File: src/ptc_consts.vh
`ifndef PTC_CONSTS_VH
`define PTC_CONSTS_VH
// Instruction fields
`define PTC_OPC_SYSTEM 7'h73
`define PTC_F3_TRAP_MINOR_OP 3'h0
`define PTC_F12_ENV 12'h000
`define PTC_F12_DBG 12'h001
`define PTC_F12_USER_RETURN 12'h002
`define PTC_F12_SUPERVISOR_RETURN 12'h102
`define PTC_F12_TOP_LEVEL_RETURN 12'h302
`define PTC_F12_IDLE 12'h105
`define PTC_SHORT_DBG 16'h9002
// Privilege levels
`define PTC_LVL_U 2'h0
`define PTC_LVL_S 2'h1
`define PTC_LVL_M 2'h3
// Exception codes
`define PTC_EXC_ILLEGAL 5'h02
`define PTC_EXC_BREAK 5'h03
`define PTC_EXC_ENV_U 5'h08
`define PTC_EXC_ENV_S 5'h09
`define PTC_EXC_ENV_M 5'h0b
`define PTC_RESET_CAUSE 5'h00
`define PTC_NMI_CAUSE 5'h00
// Vectors and reset values
`define PTC_RESET_VEC 32'h0000_0000
`define PTC_NMI_VEC 32'h0000_0004
`define PTC_TRAP_VEC 32'h0000_0100
`define PTC_PC_STEP 32'h0000_0004
// Wishbone register map (byte addresses)
`define PTC_REG_CTRL 4'h0
`define PTC_REG_STATUS 4'h4
`define PTC_REG_EPC 4'h8
`define PTC_REG_CAUSE 4'hc
// Selector code that names no register (holes and unaligned words)
`define PTC_REG_HOLE 4'h1
`endif

File: src/ptc_decode.v
`include "ptc_consts.vh"
// Classifies one instruction word of the system opcode family
module ptc_decode (
    input wire [31:0] instr,
    output reg is_env,
    output reg is_dbg,
    output reg is_user_return,
    output reg is_supervisor_return,
    output reg is_top_level_return,
    output reg is_idle,
    output reg idle_bad
);
    wire sys_trap_minor_op;
    wire regs_zero;
    wire short_dbg;
    // Major opcode and minor function match
    assign sys_trap_minor_op = (instr[6:0] == `PTC_OPC_SYSTEM) &&
        (instr[14:12] == `PTC_F3_TRAP_MINOR_OP);
    assign regs_zero = (instr[19:15] == 5'h00) && (instr[11:7] == 5'h00);
    // Compressed form sits in low half with upper half zero
    assign short_dbg = (instr[15:0] == `PTC_SHORT_DBG) &&
        (instr[31:16] == 16'h0000);
    // Function field compare
    always @* begin
        is_env = sys_trap_minor_op && regs_zero && instr[31:20] == `PTC_F12_ENV;
        is_dbg = (sys_trap_minor_op && regs_zero && instr[31:20] == `PTC_F12_DBG)
            || short_dbg;
        is_user_return = sys_trap_minor_op && regs_zero && instr[31:20] == `PTC_F12_USER_RETURN;
        is_supervisor_return = sys_trap_minor_op && regs_zero && instr[31:20] == `PTC_F12_SUPERVISOR_RETURN;
        is_top_level_return = sys_trap_minor_op && regs_zero && instr[31:20] == `PTC_F12_TOP_LEVEL_RETURN;
        is_idle = sys_trap_minor_op && regs_zero && instr[31:20] == `PTC_F12_IDLE;
        idle_bad = sys_trap_minor_op && !regs_zero &&
            instr[31:20] == `PTC_F12_IDLE;
    end
endmodule // ptc_decode

File: src/ptc_wake.v
// Wakeup detect: individually enabled pending, globals ignored
module ptc_wake #(
    parameter NIRQ = 12
) (
    input wire [NIRQ-1:0] pend,
    input wire [NIRQ-1:0] ena,
    output wire wake
);
    // Any pending interrupt whose own enable is set
    assign wake = |(pend & ena);
endmodule // ptc_wake

File: src/ptc_trap_ctrl.v
// Chosen here: the address map and register access over Wishbone.
`include "ptc_consts.vh"
// Functional notes
// - Env request traps per level, nothing else
// - Env causes 8, 9, 11 by level
// - Debug stop raises breakpoint only
// - Compressed debug stop behaves identically
// - Env/debug traps save own address
// - Decode under system opcode, trap_minor_op minor function
// - Machine return always; others configurable
// - Return allowed at same or higher level
// - Return loads pc from saved pc
// - Idle may stall or act as nop
// - Idle in S and M; U optional
// - Interrupt after idle saves idle+4
// - Idle with nonzero regs is illegal
// - Wake on enabled pending, ignore globals
// - Stay stalled if enable clear
// - Wake without interrupt resumes at +4
// - Idle may trap to higher level
// - Reset: machine level, enables clear, vector
// - Reset cause zero
// - Unmaskable error jumps to fixed vector
// - Unmaskable error saves next pc, cause
// - Unmaskable cause zero means unknown
// - Unmaskable error changes nothing else; here it also forces machine level and ends an idle stall
// - Interrupt flag is cause top bit
module ptc_trap_ctrl #(
    parameter NIRQ = 12,
    parameter HAS_S = 1,
    parameter HAS_U_TRAPS = 0
) (
    input wire REF_CLK,
    input wire RESET,
    input wire INSTR_VALID,
    input wire [31:0] INSTR,
    input wire [31:0] INSTR_PC,
    input wire [NIRQ-1:0] IRQ_PEND,
    input wire [NIRQ-1:0] IRQ_ENA,
    input wire IRQ_TAKE,
    input wire [4:0] IRQ_CODE,
    input wire NMI,
    input wire [31:0] WB_ADR_I,
    input wire [31:0] WB_DAT_I,
    input wire [3:0] WB_SEL_I,
    input wire WB_WE_I,
    input wire WB_CYC_I,
    input wire WB_STB_I,
    output reg [31:0] WB_DAT_O,
    output reg WB_ACK_O,
    output reg PC_LOAD,
    output reg [31:0] PC_NEXT,
    output reg STALL,
    output reg [1:0] TRAP_MINOR_OP_LEVEL,
    output reg MACHINE_GLOBAL_IRQ_ENABLE,
    output reg MODIFY_PRIVILEGE_FLAG,
    output reg [31:0] TRAP_PC,
    output reg [31:0] TRAP_REASON
);
    // Idle controller states
    localparam ST_RUN = 1'b0;
    localparam ST_IDLE = 1'b1;
    // Decoder outputs, one strobe per recognised instruction
    // Environment request and full or compressed debug stop
    wire is_env;
    wire is_dbg;
    // Trap returns for each level
    wire is_user_return;
    wire is_supervisor_return;
    wire is_top_level_return;
    // Idle with clean register fields, and with dirty ones
    wire is_idle;
    wire idle_bad;
    // Some individually enabled interrupt is pending
    wire wake;
    // Saved pcs for lower levels
    // Only read by their own returns; software loads them elsewhere
    reg [31:0] sepc_q;
    reg [31:0] uepc_q;
    // Supervisor / user enable stacks (pushed outside this block)
    // Supervisor enable, prior enable and prior level
    reg sie_q;
    reg spie_q;
    reg spp_q;
    // User enable and prior enable
    reg uie_q;
    reg upie_q;
    // Machine prior enable and prior level
    reg mpie_q;
    reg [1:0] mpp_q;
    // Control register: idle as nop, idle timeout trap enable
    reg idle_nop_q;
    reg idle_trap_q;
    // Idle cycles allowed before the timeout trap
    reg [15:0] idle_limit_q;
    // Cycles spent stalled so far
    reg [15:0] idle_cnt_q;
    // Run or idle
    reg state_q;
    // Address of the idle instruction being waited on
    reg [31:0] idle_pc_q;
    // New bus request this cycle
    reg wb_hit;
    // Register selector; addresses outside the map select a hole
    wire [3:0] reg_sel;
    // Instruction accepted this cycle
    wire go;
    // Return legality
    // Each is high only for a return allowed at the current level
    wire top_level_return_ok;
    wire supervisor_return_ok;
    wire user_return_ok;
    // Idle allowed at the current level
    wire idle_ok;

    // Instruction classifier for the system opcode family
    // Purely combinational; valid qualifies its strobes here
    ptc_decode u_dec (
        .instr(INSTR),
        .is_env(is_env),
        .is_dbg(is_dbg),
        .is_user_return(is_user_return),
        .is_supervisor_return(is_supervisor_return),
        .is_top_level_return(is_top_level_return),
        .is_idle(is_idle),
        .idle_bad(idle_bad)
    );

    // Wake detector: pending and individually enabled, globals ignored
    // Also ends the stall when no interrupt is taken
    ptc_wake #(.NIRQ(NIRQ)) u_wake (
        .pend(IRQ_PEND),
        .ena(IRQ_ENA),
        .wake(wake)
    );

    // Instruction accepted only while running
    assign go = INSTR_VALID && (state_q == ST_RUN);
    // Machine return only at machine level, supervisor by configuration and level, user by configuration
    assign top_level_return_ok = is_top_level_return && TRAP_MINOR_OP_LEVEL == `PTC_LVL_M;
    assign supervisor_return_ok = is_supervisor_return && (HAS_S != 0) &&
        TRAP_MINOR_OP_LEVEL >= `PTC_LVL_S;
    assign user_return_ok = is_user_return && (HAS_U_TRAPS != 0);
    // Idle legal at S and M, at U only with user traps
    assign idle_ok = is_idle && (TRAP_MINOR_OP_LEVEL != `PTC_LVL_U ||
        HAS_U_TRAPS != 0);

    // Only the low nibble selects a register; anything above is a hole.
    // The hole code names no register, so it reaches the default branch.
    assign reg_sel = (WB_ADR_I[31:4] == 28'h0000000) ? WB_ADR_I[3:0] :
        `PTC_REG_HOLE;

    // New request: strobe up and not already answered
    always @* begin
        wb_hit = WB_CYC_I && WB_STB_I && !WB_ACK_O;
    end

    // Wishbone slave: single-cycle ack, registers word wide
    // A request is taken once; ack then stands for one cycle and the
    // next edge drops it, so a held strobe is not taken again in the ack cycle.
    // Read data is registered with ack and stays until the next request, read or write.
    // Writes to read-only or unmapped words are dropped quietly.
    always @(posedge REF_CLK) begin
        if (RESET) begin
            WB_ACK_O <= 1'b0;
            WB_DAT_O <= 32'h0000_0000;
            idle_nop_q <= 1'b0;
            idle_trap_q <= 1'b0;
            idle_limit_q <= 16'hffff;
        end else begin
            // Ack one cycle, dropped the cycle after
            WB_ACK_O <= wb_hit;
            if (wb_hit) begin
                WB_DAT_O <= 32'h0000_0000;
                case (reg_sel)
                    `PTC_REG_CTRL: begin
                        WB_DAT_O <= {idle_limit_q, 14'h0000,
                            idle_trap_q, idle_nop_q};
                        if (WB_WE_I && WB_SEL_I[0]) begin
                            idle_nop_q <= WB_DAT_I[0];
                            idle_trap_q <= WB_DAT_I[1];
                        end
                        if (WB_WE_I && WB_SEL_I[2]) begin
                            idle_limit_q[7:0] <= WB_DAT_I[23:16];
                        end
                        if (WB_WE_I && WB_SEL_I[3]) begin
                            idle_limit_q[15:8] <= WB_DAT_I[31:24];
                        end
                    end
                    `PTC_REG_STATUS: begin
                        WB_DAT_O <= {27'h0000000, state_q,
                            MODIFY_PRIVILEGE_FLAG,
                            MACHINE_GLOBAL_IRQ_ENABLE, TRAP_MINOR_OP_LEVEL};
                    end
                    `PTC_REG_EPC: begin
                        WB_DAT_O <= TRAP_PC;
                    end
                    `PTC_REG_CAUSE: begin
                        WB_DAT_O <= TRAP_REASON;
                    end
                    default: begin
                        WB_DAT_O <= 32'h0000_0000;
                    end
                endcase
            end
        end
    end

    // Trap, return, idle and unmaskable-error sequencing
    // Priority: unmaskable error, then the idle wait, then a new
    // instruction. While stalled, offered instructions are ignored.
    // Every redirect after reset raises PC_LOAD for one cycle; reset holds it high while RESET is high.
    // Traps of this block always land in machine level.
    // Lower-level stacks are popped here but pushed elsewhere.
    always @(posedge REF_CLK) begin
        if (RESET) begin
            // Hart reset state
            TRAP_MINOR_OP_LEVEL <= `PTC_LVL_M;
            MACHINE_GLOBAL_IRQ_ENABLE <= 1'b0;
            MODIFY_PRIVILEGE_FLAG <= 1'b0;
            PC_LOAD <= 1'b1;
            PC_NEXT <= `PTC_RESET_VEC;
            TRAP_REASON <= {27'h0000000, `PTC_RESET_CAUSE};
            TRAP_PC <= 32'h0000_0000;
            STALL <= 1'b0;
            state_q <= ST_RUN;
            idle_pc_q <= 32'h0000_0000;
            idle_cnt_q <= 16'h0000;
            sepc_q <= 32'h0000_0000;
            uepc_q <= 32'h0000_0000;
            sie_q <= 1'b0;
            spie_q <= 1'b0;
            spp_q <= 1'b0;
            uie_q <= 1'b0;
            upie_q <= 1'b0;
            mpie_q <= 1'b0;
            mpp_q <= `PTC_LVL_M;
        end else begin
            PC_LOAD <= 1'b0;
            if (NMI) begin
                // Unmaskable: ignores enables, sets pc/epc/cause, forces machine level, ends any idle stall
                PC_LOAD <= 1'b1;
                PC_NEXT <= `PTC_NMI_VEC;
                TRAP_MINOR_OP_LEVEL <= `PTC_LVL_M;
                // Next instruction: idle resume point or current one
                TRAP_PC <= (state_q == ST_IDLE) ?
                    idle_pc_q + `PTC_PC_STEP : INSTR_PC;
                // Sources not told apart: the whole word is the unknown code
                TRAP_REASON <= {27'h0000000,
                    `PTC_NMI_CAUSE};
                state_q <= ST_RUN;
                STALL <= 1'b0;
            end else if (state_q == ST_IDLE) begin
                idle_cnt_q <= idle_cnt_q + 16'h0001;
                if (IRQ_TAKE) begin
                    // Interrupt taken on instruction after idle
                    TRAP_PC <= idle_pc_q + `PTC_PC_STEP;
                    TRAP_REASON <= {1'b1, 26'h0000000,
                        IRQ_CODE};
                    TRAP_MINOR_OP_LEVEL <= `PTC_LVL_M;
                    MACHINE_GLOBAL_IRQ_ENABLE <= 1'b0;
                    PC_LOAD <= 1'b1;
                    PC_NEXT <= `PTC_TRAP_VEC;
                    state_q <= ST_RUN;
                    STALL <= 1'b0;
                end else if (wake) begin
                    // Woken without trap: continue after idle
                    PC_LOAD <= 1'b1;
                    PC_NEXT <= idle_pc_q + `PTC_PC_STEP;
                    state_q <= ST_RUN;
                    STALL <= 1'b0;
                end else if (idle_trap_q && idle_cnt_q == idle_limit_q) begin
                    // Timed-out idle traps to machine as illegal
                    TRAP_PC <= idle_pc_q;
                    TRAP_REASON <= {27'h0000000,
                        `PTC_EXC_ILLEGAL};
                    TRAP_MINOR_OP_LEVEL <= `PTC_LVL_M;
                    PC_LOAD <= 1'b1;
                    PC_NEXT <= `PTC_TRAP_VEC;
                    state_q <= ST_RUN;
                    STALL <= 1'b0;
                end
            end else if (go) begin
                if (is_env || is_dbg || idle_bad ||
                    (is_idle && !idle_ok) ||
                    ((is_top_level_return || is_supervisor_return || is_user_return) &&
                    !(top_level_return_ok || supervisor_return_ok || user_return_ok))) begin
                    // Synchronous exception into machine level
                    TRAP_PC <= INSTR_PC;
                    TRAP_MINOR_OP_LEVEL <= `PTC_LVL_M;
                    PC_LOAD <= 1'b1;
                    PC_NEXT <= `PTC_TRAP_VEC;
                    // Cause code by originating level or kind
                    if (is_env) begin
                        case (TRAP_MINOR_OP_LEVEL)
                            `PTC_LVL_U: TRAP_REASON <=
                                {27'h0000000, `PTC_EXC_ENV_U};
                            `PTC_LVL_S: TRAP_REASON <=
                                {27'h0000000, `PTC_EXC_ENV_S};
                            default: TRAP_REASON <=
                                {27'h0000000, `PTC_EXC_ENV_M};
                        endcase
                    end else if (is_dbg) begin
                        TRAP_REASON <= {27'h0000000,
                            `PTC_EXC_BREAK};
                    end else begin
                        TRAP_REASON <= {27'h0000000,
                            `PTC_EXC_ILLEGAL};
                    end
                end else if (top_level_return_ok) begin
                    // Pop machine stack, return via saved pc
                    PC_LOAD <= 1'b1;
                    PC_NEXT <= TRAP_PC;
                    MACHINE_GLOBAL_IRQ_ENABLE <= mpie_q;
                    mpie_q <= 1'b1;
                    TRAP_MINOR_OP_LEVEL <= mpp_q;
                    mpp_q <= `PTC_LVL_U;
                end else if (supervisor_return_ok) begin
                    // Lower-level return pops supervisor stack
                    PC_LOAD <= 1'b1;
                    PC_NEXT <= sepc_q;
                    sie_q <= spie_q;
                    spie_q <= 1'b1;
                    TRAP_MINOR_OP_LEVEL <= spp_q ? `PTC_LVL_S : `PTC_LVL_U;
                    spp_q <= 1'b0;
                end else if (user_return_ok) begin
                    // User return pops user stack
                    PC_LOAD <= 1'b1;
                    PC_NEXT <= uepc_q;
                    uie_q <= upie_q;
                    upie_q <= 1'b1;
                end else if (idle_ok) begin
                    if (idle_nop_q) begin
                        // Nop mode: just step past
                        PC_LOAD <= 1'b1;
                        PC_NEXT <= INSTR_PC + `PTC_PC_STEP;
                    end else begin
                        // Stall until woken
                        state_q <= ST_IDLE;
                        STALL <= 1'b1;
                        idle_pc_q <= INSTR_PC;
                        idle_cnt_q <= 16'h0000;
                    end
                end
            end
        end
    end
endmodule // ptc_trap_ctrl

File: config.mk
export PLATFORM = sky130hd
export DESIGN_NAME = ptc_trap_ctrl
export DESIGN_NICKNAME = d
export VERILOG_FILES = /design/src/ptc_decode.v /design/src/ptc_wake.v /design/src/ptc_trap_ctrl.v
export VERILOG_INCLUDE_DIRS = /design/src
export SDC_FILE = /design/constraint.sdc
export NUM_CORES = 1
export LEC_CHECK = 0
export BUFFER_PORTS_ARGS = -buffer_cell sky130_fd_sc_hd__buf_2
export CAP_MARGIN = 20
export CORE_ASPECT_RATIO = 1.25
export CORE_MARGIN = 2
export CORE_UTILIZATION = 49
export CTS_CLUSTER_DIAMETER = 40
export CTS_CLUSTER_SIZE = 16
export DETAILED_ROUTE_END_ITERATION = 6
export GPL_ROUTABILITY_DRIVEN = 1
export PLACE_DENSITY_LB_ADDON = 0.3
export SKIP_CTS_REPAIR_TIMING = 1
export SYNTH_ARGS = -nofsm -noshare
export SYNTH_HDL_FRONTEND = slang
export SYNTH_HIERARCHICAL = 1
export SYNTH_SLANG_ARGS = --single-unit
File: constraint.sdc
create_clock -name REF_CLK -period 8.6 [get_ports REF_CLK]
set_input_delay 1.29 -clock REF_CLK [delete_from_list [all_inputs] [get_ports REF_CLK]]
set_output_delay 1.29 -clock REF_CLK [all_outputs]
set_load 0.02 [all_outputs]
After elaboration in Yosys (flattened, before gate mapping)
Index checks and enable logic that the tools add are counted.
{ "classes": {"addsub": 3, "order_cmp": 1, "eq_ne": 24, "n_mux": 80, "n_bitwise": 7, "reduce_logical": 71} }
{ "ops": {"columns": ["op", "count"], "rows": [
  ["32-bit two-way mux", 25],
  ["32-bit case mux with 4 select lines", 1],
  ["16-bit two-way mux", 7],
  ["32-bit by 3-bit adder with 32-bit output, second input constant", 2],
  ["1-bit two-way mux", 36],
  ["28-bit zero test", 1],
  ["12-bit by 9-bit == test with 1-bit output, second input constant", 2],
  ["1-bit logical AND", 24],
  ["4-bit AND reduction", 5],
  ["16-bit by 1-bit adder with 16-bit output, second input constant", 1],
  ["16-bit == test", 1],
  ["16-bit == test, second input constant", 1],
  ["16-bit zero test", 1],
  ["2-bit two-way mux", 8],
  ["7-bit AND reduction", 2],
  ["12-bit AND", 1],
  ["12-bit by 1-bit == test with 1-bit output, second input constant", 1],
  ["12-bit by 10-bit == test with 1-bit output, second input constant", 1],
  ["12-bit by 2-bit == test with 1-bit output, second input constant", 1],
  ["12-bit zero test", 1],
  ["6-bit nonzero test", 2],
  ["12-bit OR reduction", 1],
  ["5-bit zero test", 2],
  ["5-bit AND reduction", 2],
  ["30 further kinds", 57]
]} }
{ "totals": {"ff_bits": 204, "input_bits": 169, "out_inout_bits": 135, "wordCells": 205} }

Longest topological paths before layout
Gate-level depths: netlist of run 1.
{ "depth": {"ltp_word": 13, "mapped_depth": 13, "ltp_nobuf": 10} }

Modules after synthesis
The synthesis of run 1 kept the hierarchy.
{ "modules_own_cells": {"columns": ["module", "n_inst", "cells_per_inst", "area_each_um2", "seq_area_each_um2"], "rows": [
  ["ptc_trap_ctrl", 1, 1228, 10009.6, 3523.4],
  ["ptc_decode", 1, 34, 239.0, 0.0],
  ["ptc_wake", 1, 7, 76.3, 0.0]
]} }

Worst setup path after synthesis of run 1
Ideal clock, no wire load.
{ "synth_path": {"path_kind": "input to register", "from": "input port INSTR[17]", "to": "register PC_NEXT[20]", "setup_ns": 0.133, "t_arrival_ns": 3.669, "required_ns": 8.467, "setup_slack_ns": 4.799, "path_stages": 11, "path_cell_list": "or4_4 > nor4_2 > nor2_1 > or2_2 > nor4_2 > a21oi_1 > a311o_1 > buf_6 > clkbuf_1 > o21ai_0 > a21oi_1"} }
{ "synth_via": {"elab_cells_between_ends": 37} }
{ "synth_lines": {"columns": ["item", "line", "rtl"], "rows": [
  ["from (decl)", "ptc_trap_ctrl.v:36", "input wire [31:0] INSTR,"],
  ["5-bit zero test (*)", "ptc_decode.v:19", "assign regs_zero = (instr[19:15] == 5'h00) && (instr[11:7] == 5'h00);"],
  ["1-bit logical AND (*)", "ptc_decode.v:19", null],
  ["1-bit zero test (*)", "ptc_decode.v:32", "idle_bad = sys_trap_minor_op && !regs_zero &&"],
  ["1-bit logical AND (*)", "ptc_decode.v:32", null],
  ["1-bit logical AND (no line) (*)", null, null],
  ["net idle_bad", "ptc_trap_ctrl.v:73", "wire idle_bad;"],
  ["1-bit logical OR (*) (2 in a row)", "ptc_trap_ctrl.v:284", "if (is_env || is_dbg || idle_bad ||"],
  ["1-bit logical OR (*)", "ptc_trap_ctrl.v:285", "(is_idle && !idle_ok) ||"],
  ["32-bit two-way mux", "ptc_trap_ctrl.v:284", null],
  ["32-bit two-way mux", "ptc_trap_ctrl.v:283", "end else if (go) begin"],
  ["32-bit two-way mux", "ptc_trap_ctrl.v:253", "end else if (state_q == ST_IDLE) begin"],
  ["to (signal assigned)", "ptc_trap_ctrl.v:263", "PC_NEXT <= `PTC_TRAP_VEC;"],
  ["to (signal assigned)", "ptc_trap_ctrl.v:279", "PC_NEXT <= `PTC_TRAP_VEC;"],
  ["to (signal assigned)", "ptc_trap_ctrl.v:292", "PC_NEXT <= `PTC_TRAP_VEC;"],
  ["to (decl)", "ptc_trap_ctrl.v:52", "output reg [31:0] PC_NEXT,"]
]} }
The timed path passes the listed nets; every way through them passes the cells marked *. The select of a mux whose other input is x is not followed.
A chain may end at the register's enable or synchronous reset.

Worst setup path in the final report of run 1
{ "layout_path": {"from": "input port INSTR[8]", "to": "register idle_cnt_q[13]"} }
{ "layout_via": {"elab_cells_between_ends": 34} }
{ "layout_lines": {"columns": ["item", "line", "rtl"], "rows": [
  ["5-bit zero test", "ptc_decode.v:19", null],
  ["1-bit logical AND", "ptc_decode.v:19", null],
  ["1-bit zero test", "ptc_decode.v:32", null],
  ["1-bit logical AND", "ptc_decode.v:32", null],
  ["1-bit logical AND (no line)", null, null],
  ["net idle_bad", "ptc_trap_ctrl.v:73", null],
  ["1-bit logical OR (2 in a row)", "ptc_trap_ctrl.v:284", null],
  ["1-bit logical OR", "ptc_trap_ctrl.v:285", null],
  ["2-bit != test (no line)", null, null],
  ["7-bit AND reduction (no line)", null, null],
  ["to (signal assigned)", "ptc_trap_ctrl.v:254", "idle_cnt_q <= idle_cnt_q + 16'h0001;"],
  ["to (decl)", "ptc_trap_ctrl.v:97", "reg [15:0] idle_cnt_q;"]
]} }
The timed path passes the listed nets, and every way through them passes these cells.

==> impl_metrics.toml, run 1 <==
[clock_network]
clkLatencyLatePin_ns = 0.44
cts_root_buf = "clkbuf_16"
cts.clk_slew.worst_paths_ns = 0.07
clock-sinks = 176
cts_made_buffers = 17
clk_path_buf_depth = 2
cts_htree_levels = 4
cts_tree = "built"

[sta]
final-max-slew-violation-count = 0
min_period_ns = 4.64
worst_pin_slew_ns = 1.03
max_freq_ghz = 0.215
rsz0062_at_grt = "no"
hold_violations = 0
setup_tns_ns = 0
finClkSkew_ns = 0.0127
finalCritPeriodShare_pct = 54.0
maxSlewHeadroom_pct = 30.9
final-setup-viol-count = 0

[pwr]
vdd_drop_max_mv = 0.148
total_power_w = 0.00179
powerDensity_mw_per_mm2 = 147
leakagePower_nw = 4.90

[setup_path]
max_stage_delay_ns = 0.80
cp-start-kind = "input port"
path_buf_inv = 1
cp_top_family = "simple AND/OR/NAND/NOR gates"
crit_chain = "buf_2 > or4_1 > nor4_2 > nor2_1 > or2_2 > nor4_2 > nand3_2 > nand2b_1 > nor2_1 > mux2_2"
critPathMaxFanout = 33
crit_path_top_delay_cell = "nand2b_1"
critPathKind = "input port to flip-flop"
worstPathRequired_ns = 8.92
cp-end-kind = "flip-flop"
worst_ep_arrival_time_ns = 4.96

[grt]
grt_usage_pct = 29.1
antenna_found_initial = 0
grt_pass1_wl_um = 51700
grt_overflow = 0
grt_max_degree = 79
first_global_vias = 9845

[yosys]
ys_warn_count = 6
syn_inst = 1269
ys.flop_type = "dfxtp_1"
synth.avg_cell_area_sq_um = 8.14
syn_area_sq_mm = 0.0103
synth_seq_cells = 176
ys_types = 73
ys_seq_area_share_pct = 34.1
synth_edf_count = 0
synthArstFlopShare_pct = 0

[finish]
stdcell_count = 1745
finalNetCount = 1633
syn2layout_area_growth_pct = 17.5
drive_gt1_share_pct = 24.7
finalInstanceArea_sq_mm = 0.0121
final_core_util_pct = 58.5
diodes = 0

[placement]
gp_congestion = 0.899
place.detailed.hpwl_um = 23700
place_inst = 1715
dpl-instance-area_sq_mm = 0.0115
port_buffers = 261

[route]
ant_nets = 0
dr.pass1.iters = 5
drt_iter0_markers = 1044
wire_per_inst_um = 19.0
via_count = 10379
drt-total-wl_um = 33200
vias_per_cell = 5.95
drc = 0

[die]
die_h_um = 166
core_sq_mm = 0.0207
row_count = 59
die_area_sq_mm = 0.0223
initial_utilization_pct = 49.8
die_w_um = 134
io-pin-count = 304

[min_path]
hp-class = "flip-flop to flip-flop"

[status]
status = "completed"

[job]
drv_cap = 0
==> logic make-up (layout without fill, tap and decap cells) <==
group	count (synthesis)	after routing	synth area share [%]
mux	62	62	6.47
xor+xnor	93	93	7.89
fa+ha+maj	3	3	0.364
other cells	1	27	0.0363
simple gates	529	529	26.9
flops	176	176	34.1
buf+inv	146	322	6.93
compound gates	259	259	17.3
==> layer usage <==
metal / GRT usage, % / wire, um
met3: 5.28 / 2390
met4: 11.0 / 1030
met5: 0 / 0
met1: 35.3 / 13300
met2: 51.1 / 16400
==> stage by stage <==
step / worst slack [ns] / hold slack [ns]
finish: 3.96 / 0.448
global route: 3.77 / 0.476
floorplan: 4.80 / 0.428
global placement: 3.62 / 0.439
detailed placement: 3.57 / 0.444
CTS: 4.00 / 0.451
==> report_power, final <==
group          leakage [nW]  internal (W)  total, W  switching (W)
logic                  3.20     0.0000711  0.000178       0.000107
registers              1.43      0.000825  0.000840      0.0000158
clock network         0.269      0.000427  0.000766       0.000340
total                  4.90       0.00132   0.00179       0.000463
==> cell type report <==
cell class,instances,area [sq um]
clock buffer,18,429
fill,1954,8610
multi-input combinational,973,6200
tap,274,343
sequential,176,3520
clock inverter,11,133
inverter,17,63.8
timing repair buffer,276,1430
==> path summary, 6_finish.rpt <==
path	startpoint	to	slack, ns	depth (start not counted)
worst max-delay path	INSTR[8]	idle_cnt_q[13]	3.96	10
worst min-delay path	WB_DAT_O[3]	WB_DAT_O[3]	0.45	2
worst max register to register	TRAP_MINOR_OP_LEVEL[0]	idle_cnt_q[13]	5.18	6
worst min register to register	WB_DAT_O[3]	WB_DAT_O[3]	0.45	2
==> worst register-to-register path, delay by kind of cell, from the launching register on <==
family / cells / cell delay, ns
mux: 1 / 0.28
flops: 1 / 0.71
simple gates: 5 / 2.33
==> flip-flops by register name, indices dropped and copies added, names as in the netlist, 6 cells and up <==
signal / cells
PC_NEXT: 32
TRAP_PC: 32
TRAP_REASON: 6
WB_DAT_O: 32
idle_cnt_q: 16
idle_limit_q: 16
idle_pc_q: 32
==> layout by cell type (no fill, tap or decap), drive strengths merged, types with 35 or more instances in the layout <==
cell type and n:
o21ai 48, nor3 36, dfxtp 176, a21oi 76, a22oi 35, nand4 40, nand2b 40, mux2i 42
buf 276, nand3 54, nor2 127, xnor2 58, xor2 35, nand2 113
==> synth_stat cells (all sizes together), types with 7 or more instances <==
master / n / area [sq um]
nand2: 113 / 424
nand3: 54 / 280
a211o: 9 / 78.8
a31oi: 7 / 43.8
or3: 10 / 62.6
and3: 13 / 82.6
xnor2: 58 / 508
mux2i: 42 / 420
a211oi: 14 / 105
nor2b: 12 / 75.1
dfxtp: 176 / 3520
a222oi: 18 / 180
xor2: 35 / 307
a21oi: 76 / 395
a22oi: 35 / 263
o21ai: 48 / 240
and4: 9 / 78.8
inv: 15 / 56.3
clkbuf: 72 / 273
mux2: 18 / 203
nor4: 34 / 259
nor2: 127 / 477
nand2b: 40 / 250
o31ai: 7 / 52.6
a221oi: 11 / 121
nand4: 40 / 263
nor3: 36 / 206
buf: 57 / 379
or4: 15 / 128
o41ai: 7 / 68.8
Note: power is estimated with default switching activity, not from simulation.
==> run 2, diff against run 1 <==
--- a/config.mk
+++ b/config.mk
@@ -10,7 +10,7 @@
 export CAP_MARGIN = 20
 export CORE_ASPECT_RATIO = 1.25
 export CORE_MARGIN = 2
-export CORE_UTILIZATION = 49
+export CORE_UTILIZATION = 48
 export CTS_CLUSTER_DIAMETER = 40
 export CTS_CLUSTER_SIZE = 16
 export DETAILED_ROUTE_END_ITERATION = 6
==> constraint.sdc (replaced) <==
create_clock -name REF_CLK -period 4.1 [get_ports REF_CLK]
set_input_delay 0.615 -clock REF_CLK [delete_from_list [all_inputs] [get_ports REF_CLK]]
set_output_delay 0.615 -clock REF_CLK [all_outputs]
set_load 0.02 [all_outputs]
==> impl_metrics.toml, run 2 (synthesis gave the netlist of run 1 again) <==
[sta]
worst_pin_slew_ns = 1.06
fin_ws_ns = 0.850
setup_tns_ns = 0
finalCritPeriodShare_pct = 79.3
rsz0062_at_grt = "no"
hold_violations = 0
final-setup-viol-count = 0
maxSlewHeadroom_pct = 29.0
min_period_ns = 3.25
finClkSkew_ns = 0.0160
final-max-slew-violation-count = 0
max_freq_ghz = 0.308

[pwr]
vdd_drop_max_mv = 0.294
leakagePower_nw = 4.99
powerDensity_mw_per_mm2 = 310

[clock_network]
clkLatencyLatePin_ns = 0.45
cts_tree = "built"
cts_htree_levels = 4
cts.clk_slew.worst_paths_ns = 0.07
clk_path_buf_depth = 2
clock-sinks = 176
cts_made_buffers = 17
cts_root_buf = "clkbuf_16"

[route]
ant_nets = 0
via_count = 10471
wl_met3_um = 2360
wire_per_inst_um = 19.1
wl_met1_um = 13700
vias_per_cell = 5.92
top_layer_used = "met4"
dr.pass1.iters = 7
drt-total-wl_um = 33800
drt_iter0_markers = 1038
dr_wl_met2_um = 16600
drc = 4

[grt]
antenna_found_initial = 0
grt_usage_pct = 28.9
first_global_vias = 9624
grt_max_degree = 72
grt_pass1_wl_um = 51800
grt_overflow = 0

[die]
die_area_sq_mm = 0.0227
io-pin-count = 304
row_count = 60
initial_utilization_pct = 48.4
die_w_um = 135
core_sq_mm = 0.0213
die_h_um = 168

[setup_path]
worstPathRequired_ns = 4.43
max_stage_delay_ns = 0.58
cp_top_family = "simple AND/OR/NAND/NOR gates"
crit_path_top_delay_cell = "a311o_2"
rrSetupSlack_ns = 1.20
worst_ep_arrival_time_ns = 3.58
critPathMaxFanout = 42
crit_chain = "buf_2 > or4_4 > nor4_2 > nor2_1 > or2_2 > nor4_2 > a21oi_1 > a311o_2 > buf_12 > o21ai_0 > a21oi_1"
path_buf_inv = 2
cp-end-kind = "flip-flop"
critPathKind = "input port to flip-flop"
cp-start-kind = "input port"

[finish]
syn2layout_area_growth_pct = 19.1
mostFrequentLayoutCells = "buf_2, dfxtp_1, nor2_1, nand2_1, a21oi_1"
drive_gt1_share_pct = 25.4
finalInstanceArea_sq_mm = 0.0123
finalNetCount = 1649
layout_commonest_cell = "buf_2"
diodes = 0

[placement]
port_buffers = 261
dpl-instance-area_sq_mm = 0.0117
place.detailed.hpwl_um = 24300
gp_congestion = 0.914
dp_slack_ns = 0.448

[status]
failed_checks = "DRC"
status = "finished, violations left"

[min_path]
hp-class = "input port to flip-flop"

[job]
drv_cap = 0
## run 2: cell count changes in the layout (fill, tap and decap cells not counted)
| cell | delta |
|---|---|
| buf_12 | +1 |
| nand3_2 | -1 |
| clkinv_8 | +1 |
| clkbuf_1 | +2 |
| nand3_1 | +1 |
| buf_4 | +15 |
| inv_6 | -2 |
| clkinv_4 | +1 |
| clkinvlp_4 | -1 |
| inv_8 | +2 |
## run 2: stage by stage
step,total power [W],cells,utilization [%],hold slack (ns)
6_report,0.00382,1769,57.7,0.385
3_5_place_dp,0.00218,1737,54.9,0.457
3_3_place_gp,0.00217,1737,54.9,0.437
5_1_grt,0.00393,1769,57.7,0.392
4_1_cts,0.00383,1769,57.7,0.384
2_1_floorplan,0.00202,1295,-,0.428
## run 2: where the power goes
part / switching, W / internal, W / total, W
clock: 0.000757 / 0.000916 / 0.00167
combinational: 0.000229 / 0.000153 / 0.000382
sequential: 0.0000335 / 0.00173 / 0.00176
total: 0.00102 / 0.00280 / 0.00382
## run 2: metal layers
layer,up-vias,GRT usage [%]
met5,-,0
met3,73,4.64
met4,0,12.1
met2,484,49.9
li1,4988,-
met1,4926,35.4
## run 2: path summary, 6_finish.rpt
check,startpoint,end,cells after the start
hold reg to reg,WB_DAT_O[3],WB_DAT_O[3],2
setup / recovery,INSTR[17],PC_NEXT[29],11
hold / removal,WB_DAT_I[30],idle_limit_q[14],3
setup reg to reg,idle_cnt_q[10],TRAP_REASON[3],6
## run 2: layout make-up
| cell class | instances | area, sq um |
|---|---|---|
| tap | 279 | 349 |
| sequential | 176 | 3520 |
| multi-input combinational | 973 | 6200 |
| fill | 1916 | 9030 |
| inverter | 17 | 63.8 |
| clock inverter | 12 | 155 |
| timing repair buffer | 292 | 1570 |
| clock buffer | 20 | 437 |
## run 2: worst reg2reg max path: cells and delay by family (launching register included)
kind,cells,cell delay (ns)
xor gates and xnor gates,1,0.18
and+or+nand+nor,4,1.77
AOI/OAI and AO/OA,1,0.44
DFF,1,0.37
==> run 3, diff against run 2 <==
==> constraint.sdc (replaced) <==
create_clock -name REF_CLK -period 2.65 [get_ports REF_CLK]
set_input_delay 0.3975 -clock REF_CLK [delete_from_list [all_inputs] [get_ports REF_CLK]]
set_output_delay 0.3975 -clock REF_CLK [all_outputs]
set_load 0.02 [all_outputs]
==> impl_metrics.toml, run 3 (synthesis gave the netlist of run 1 again) <==
[setup_path]
critPathKind = "input port to flip-flop"
critPathMaxFanout = 6
rrSetupSlack_ns = 0.21
cp-end-kind = "flip-flop"
rr_worst_depth = 7
worst_ep_arrival_time_ns = 2.94
worstPathRequired_ns = 2.99
cp-start-kind = "input port"
worstReg2RegEnd = "TRAP_PC[20]"
r2r_start = "idle_pc_q[2]"

[finish]
syn2layout_area_growth_pct = 30.2
finalNetCount = 1722
drive_gt1_share_pct = 31.9
mostFrequentLayoutCells = "buf_2, dfxtp_1, nor2_1, nand2_1, buf_4"
diodes = 0
nFillCells = 1849
layout_commonest_cell = "buf_2"
stdcell_count = 1842
finalInstanceArea_sq_mm = 0.0134

[placement]
gp_congestion = 0.910
place.detailed.hpwl_um = 25700
place_inst = 1802
dpl-instance-area_sq_mm = 0.0125
port_buffers = 261

[sta]
maxSlewHeadroom_pct = 42.4
setup_tns_ns = 0
final-max-slew-violation-count = 0
max_freq_ghz = 0.385
rsz0062_at_grt = "yes"
finalCritPeriodShare_pct = 98.0
final-setup-viol-count = 0
min_period_ns = 2.60
hold_violations = 0
worst_pin_slew_ns = 0.861
finClkSkew_ns = 0.0125

[grt]
grt_max_degree = 70
grt_usage_pct = 29.9
grt_overflow = 0
antenna_found_initial = 0
first_global_vias = 10003
grt_pass1_wl_um = 53600

[min_path]
whs_path_depth = 3
hp-class = "input port to flip-flop"
hold_end = "idle_limit_q[10]"
worstHoldStart = "WB_DAT_I[26]"

[clock_network]
cts_root_buf = "clkbuf_16"
cts_htree_levels = 4
clk_path_buf_depth = 2
cts_tree = "built"
cts_made_buffers = 17
clkLatencyLatePin_ns = 0.44
cts.clk_slew.worst_paths_ns = 0.08
clock-sinks = 176

[job]
drv_cap = 0

[die]
core_sq_mm = 0.0213
initial_utilization_pct = 48.4
die_w_um = 135
io-pin-count = 304
die_h_um = 168
row_count = 60
die_area_sq_mm = 0.0227

[route]
dr_wl_met2_um = 17800
via_count = 10857
vias_per_cell = 5.89
dr.pass1.iters = 6
drc = 0
top_layer_used = "met4"
drt-total-wl_um = 35900
drt_iter0_markers = 1109
wl_met3_um = 2930
wire_per_inst_um = 19.5
wl_met1_um = 13900
ant_nets = 0

[status]
status = "completed"

[pwr]
leakagePower_nw = 5.55
total_power_w = 0.00605
vdd_drop_max_mv = 0.476
powerDensity_mw_per_mm2 = 450
[run 3: cell count changes in the layout (fill, tap and decap cells not counted), moves of 4 or more]
cell / delta
o31ai_4: +4
a21oi_1: -4
o31ai_1: -4
buf_6: +8
nor4_1: -4
nor3_1: -5
buf_12: +8
nor3b_1: -4
buf_4: +55
nor4_4: +7
[run 3: report_power, final]
group | switching, W | leakage [nW] | internal [W]
clock | 0.00124 | 0.293 | 0.00144
sequential | 0.0000535 | 1.43 | 0.00267
combinational | 0.000372 | 3.83 | 0.000262
total | 0.00167 | 5.55 | 0.00438
[run 3: routing by layer]
layer / GRT usage [%] / up-vias
li1: - / 5128
met1: 36.7 / 5110
met2: 51.8 / 528
met3: 5.03 / 91
met4: 12.3 / 0
met5: 0 / -
[run 3: how the worst max path moves through the flow]
stage / to / slack, ns / depth (start not counted) / from
2_1_floorplan: PC_NEXT[7] / -0.11 / 11 / INSTR[7]
4_1_cts: idle_cnt_q[9] / -0.04 / 11 / INSTR[7]
5_1_grt: PC_NEXT[9] / -0.06 / 13 / INSTR[8]
3_3_place_gp: idle_cnt_q[13] / -0.40 / 12 / INSTR[7]
6_report: idle_cnt_q[8] / 0.05 / 11 / INSTR[8]
3_5_place_dp: TRAP_PC[15] / -0.48 / 12 / INSTR[7]
[run 3: worst max-delay path, cell delays in order]
cell and delay (ns):
buf_6 0.09, or4_4 0.57, nor3_4 0.30, nor3b_4 0.26, and3b_2 0.23, and3_4 0.19
a31oi_4 0.13, buf_12 0.17, nor4b_1 0.37, xnor2_1 0.16, nor2_1 0.05
[run 3: through the flow]
stage | setup slack [ns] | hold slack (ns) | util (%)
2_1_floorplan | -0.110 | 0.428 | -
6_report | 0.0537 | 0.175 | 63.1
5_1_grt | -0.0570 | 0.166 | 63.1
3_3_place_gp | -0.396 | 0.439 | 58.7
4_1_cts | -0.0376 | 0.164 | 61.7
3_5_place_dp | -0.480 | 0.445 | 58.8
[run 3: cell type report]
| cell class | count | area, sq um | area share (%) |
|---|---|---|---|
| Clock buffer | 17 | 425 | 3.16 |
| Clock inverter | 15 | 195 | 1.45 |
| Inverter | 17 | 63.8 | 0.475 |
| Multi-Input combinational cell | 973 | 6590 | 49.0 |
| Sequential cell | 176 | 3520 | 26.2 |
| Tap cell | 279 | 349 | 2.60 |
| Timing Repair Buffer | 365 | 2300 | 17.1 |
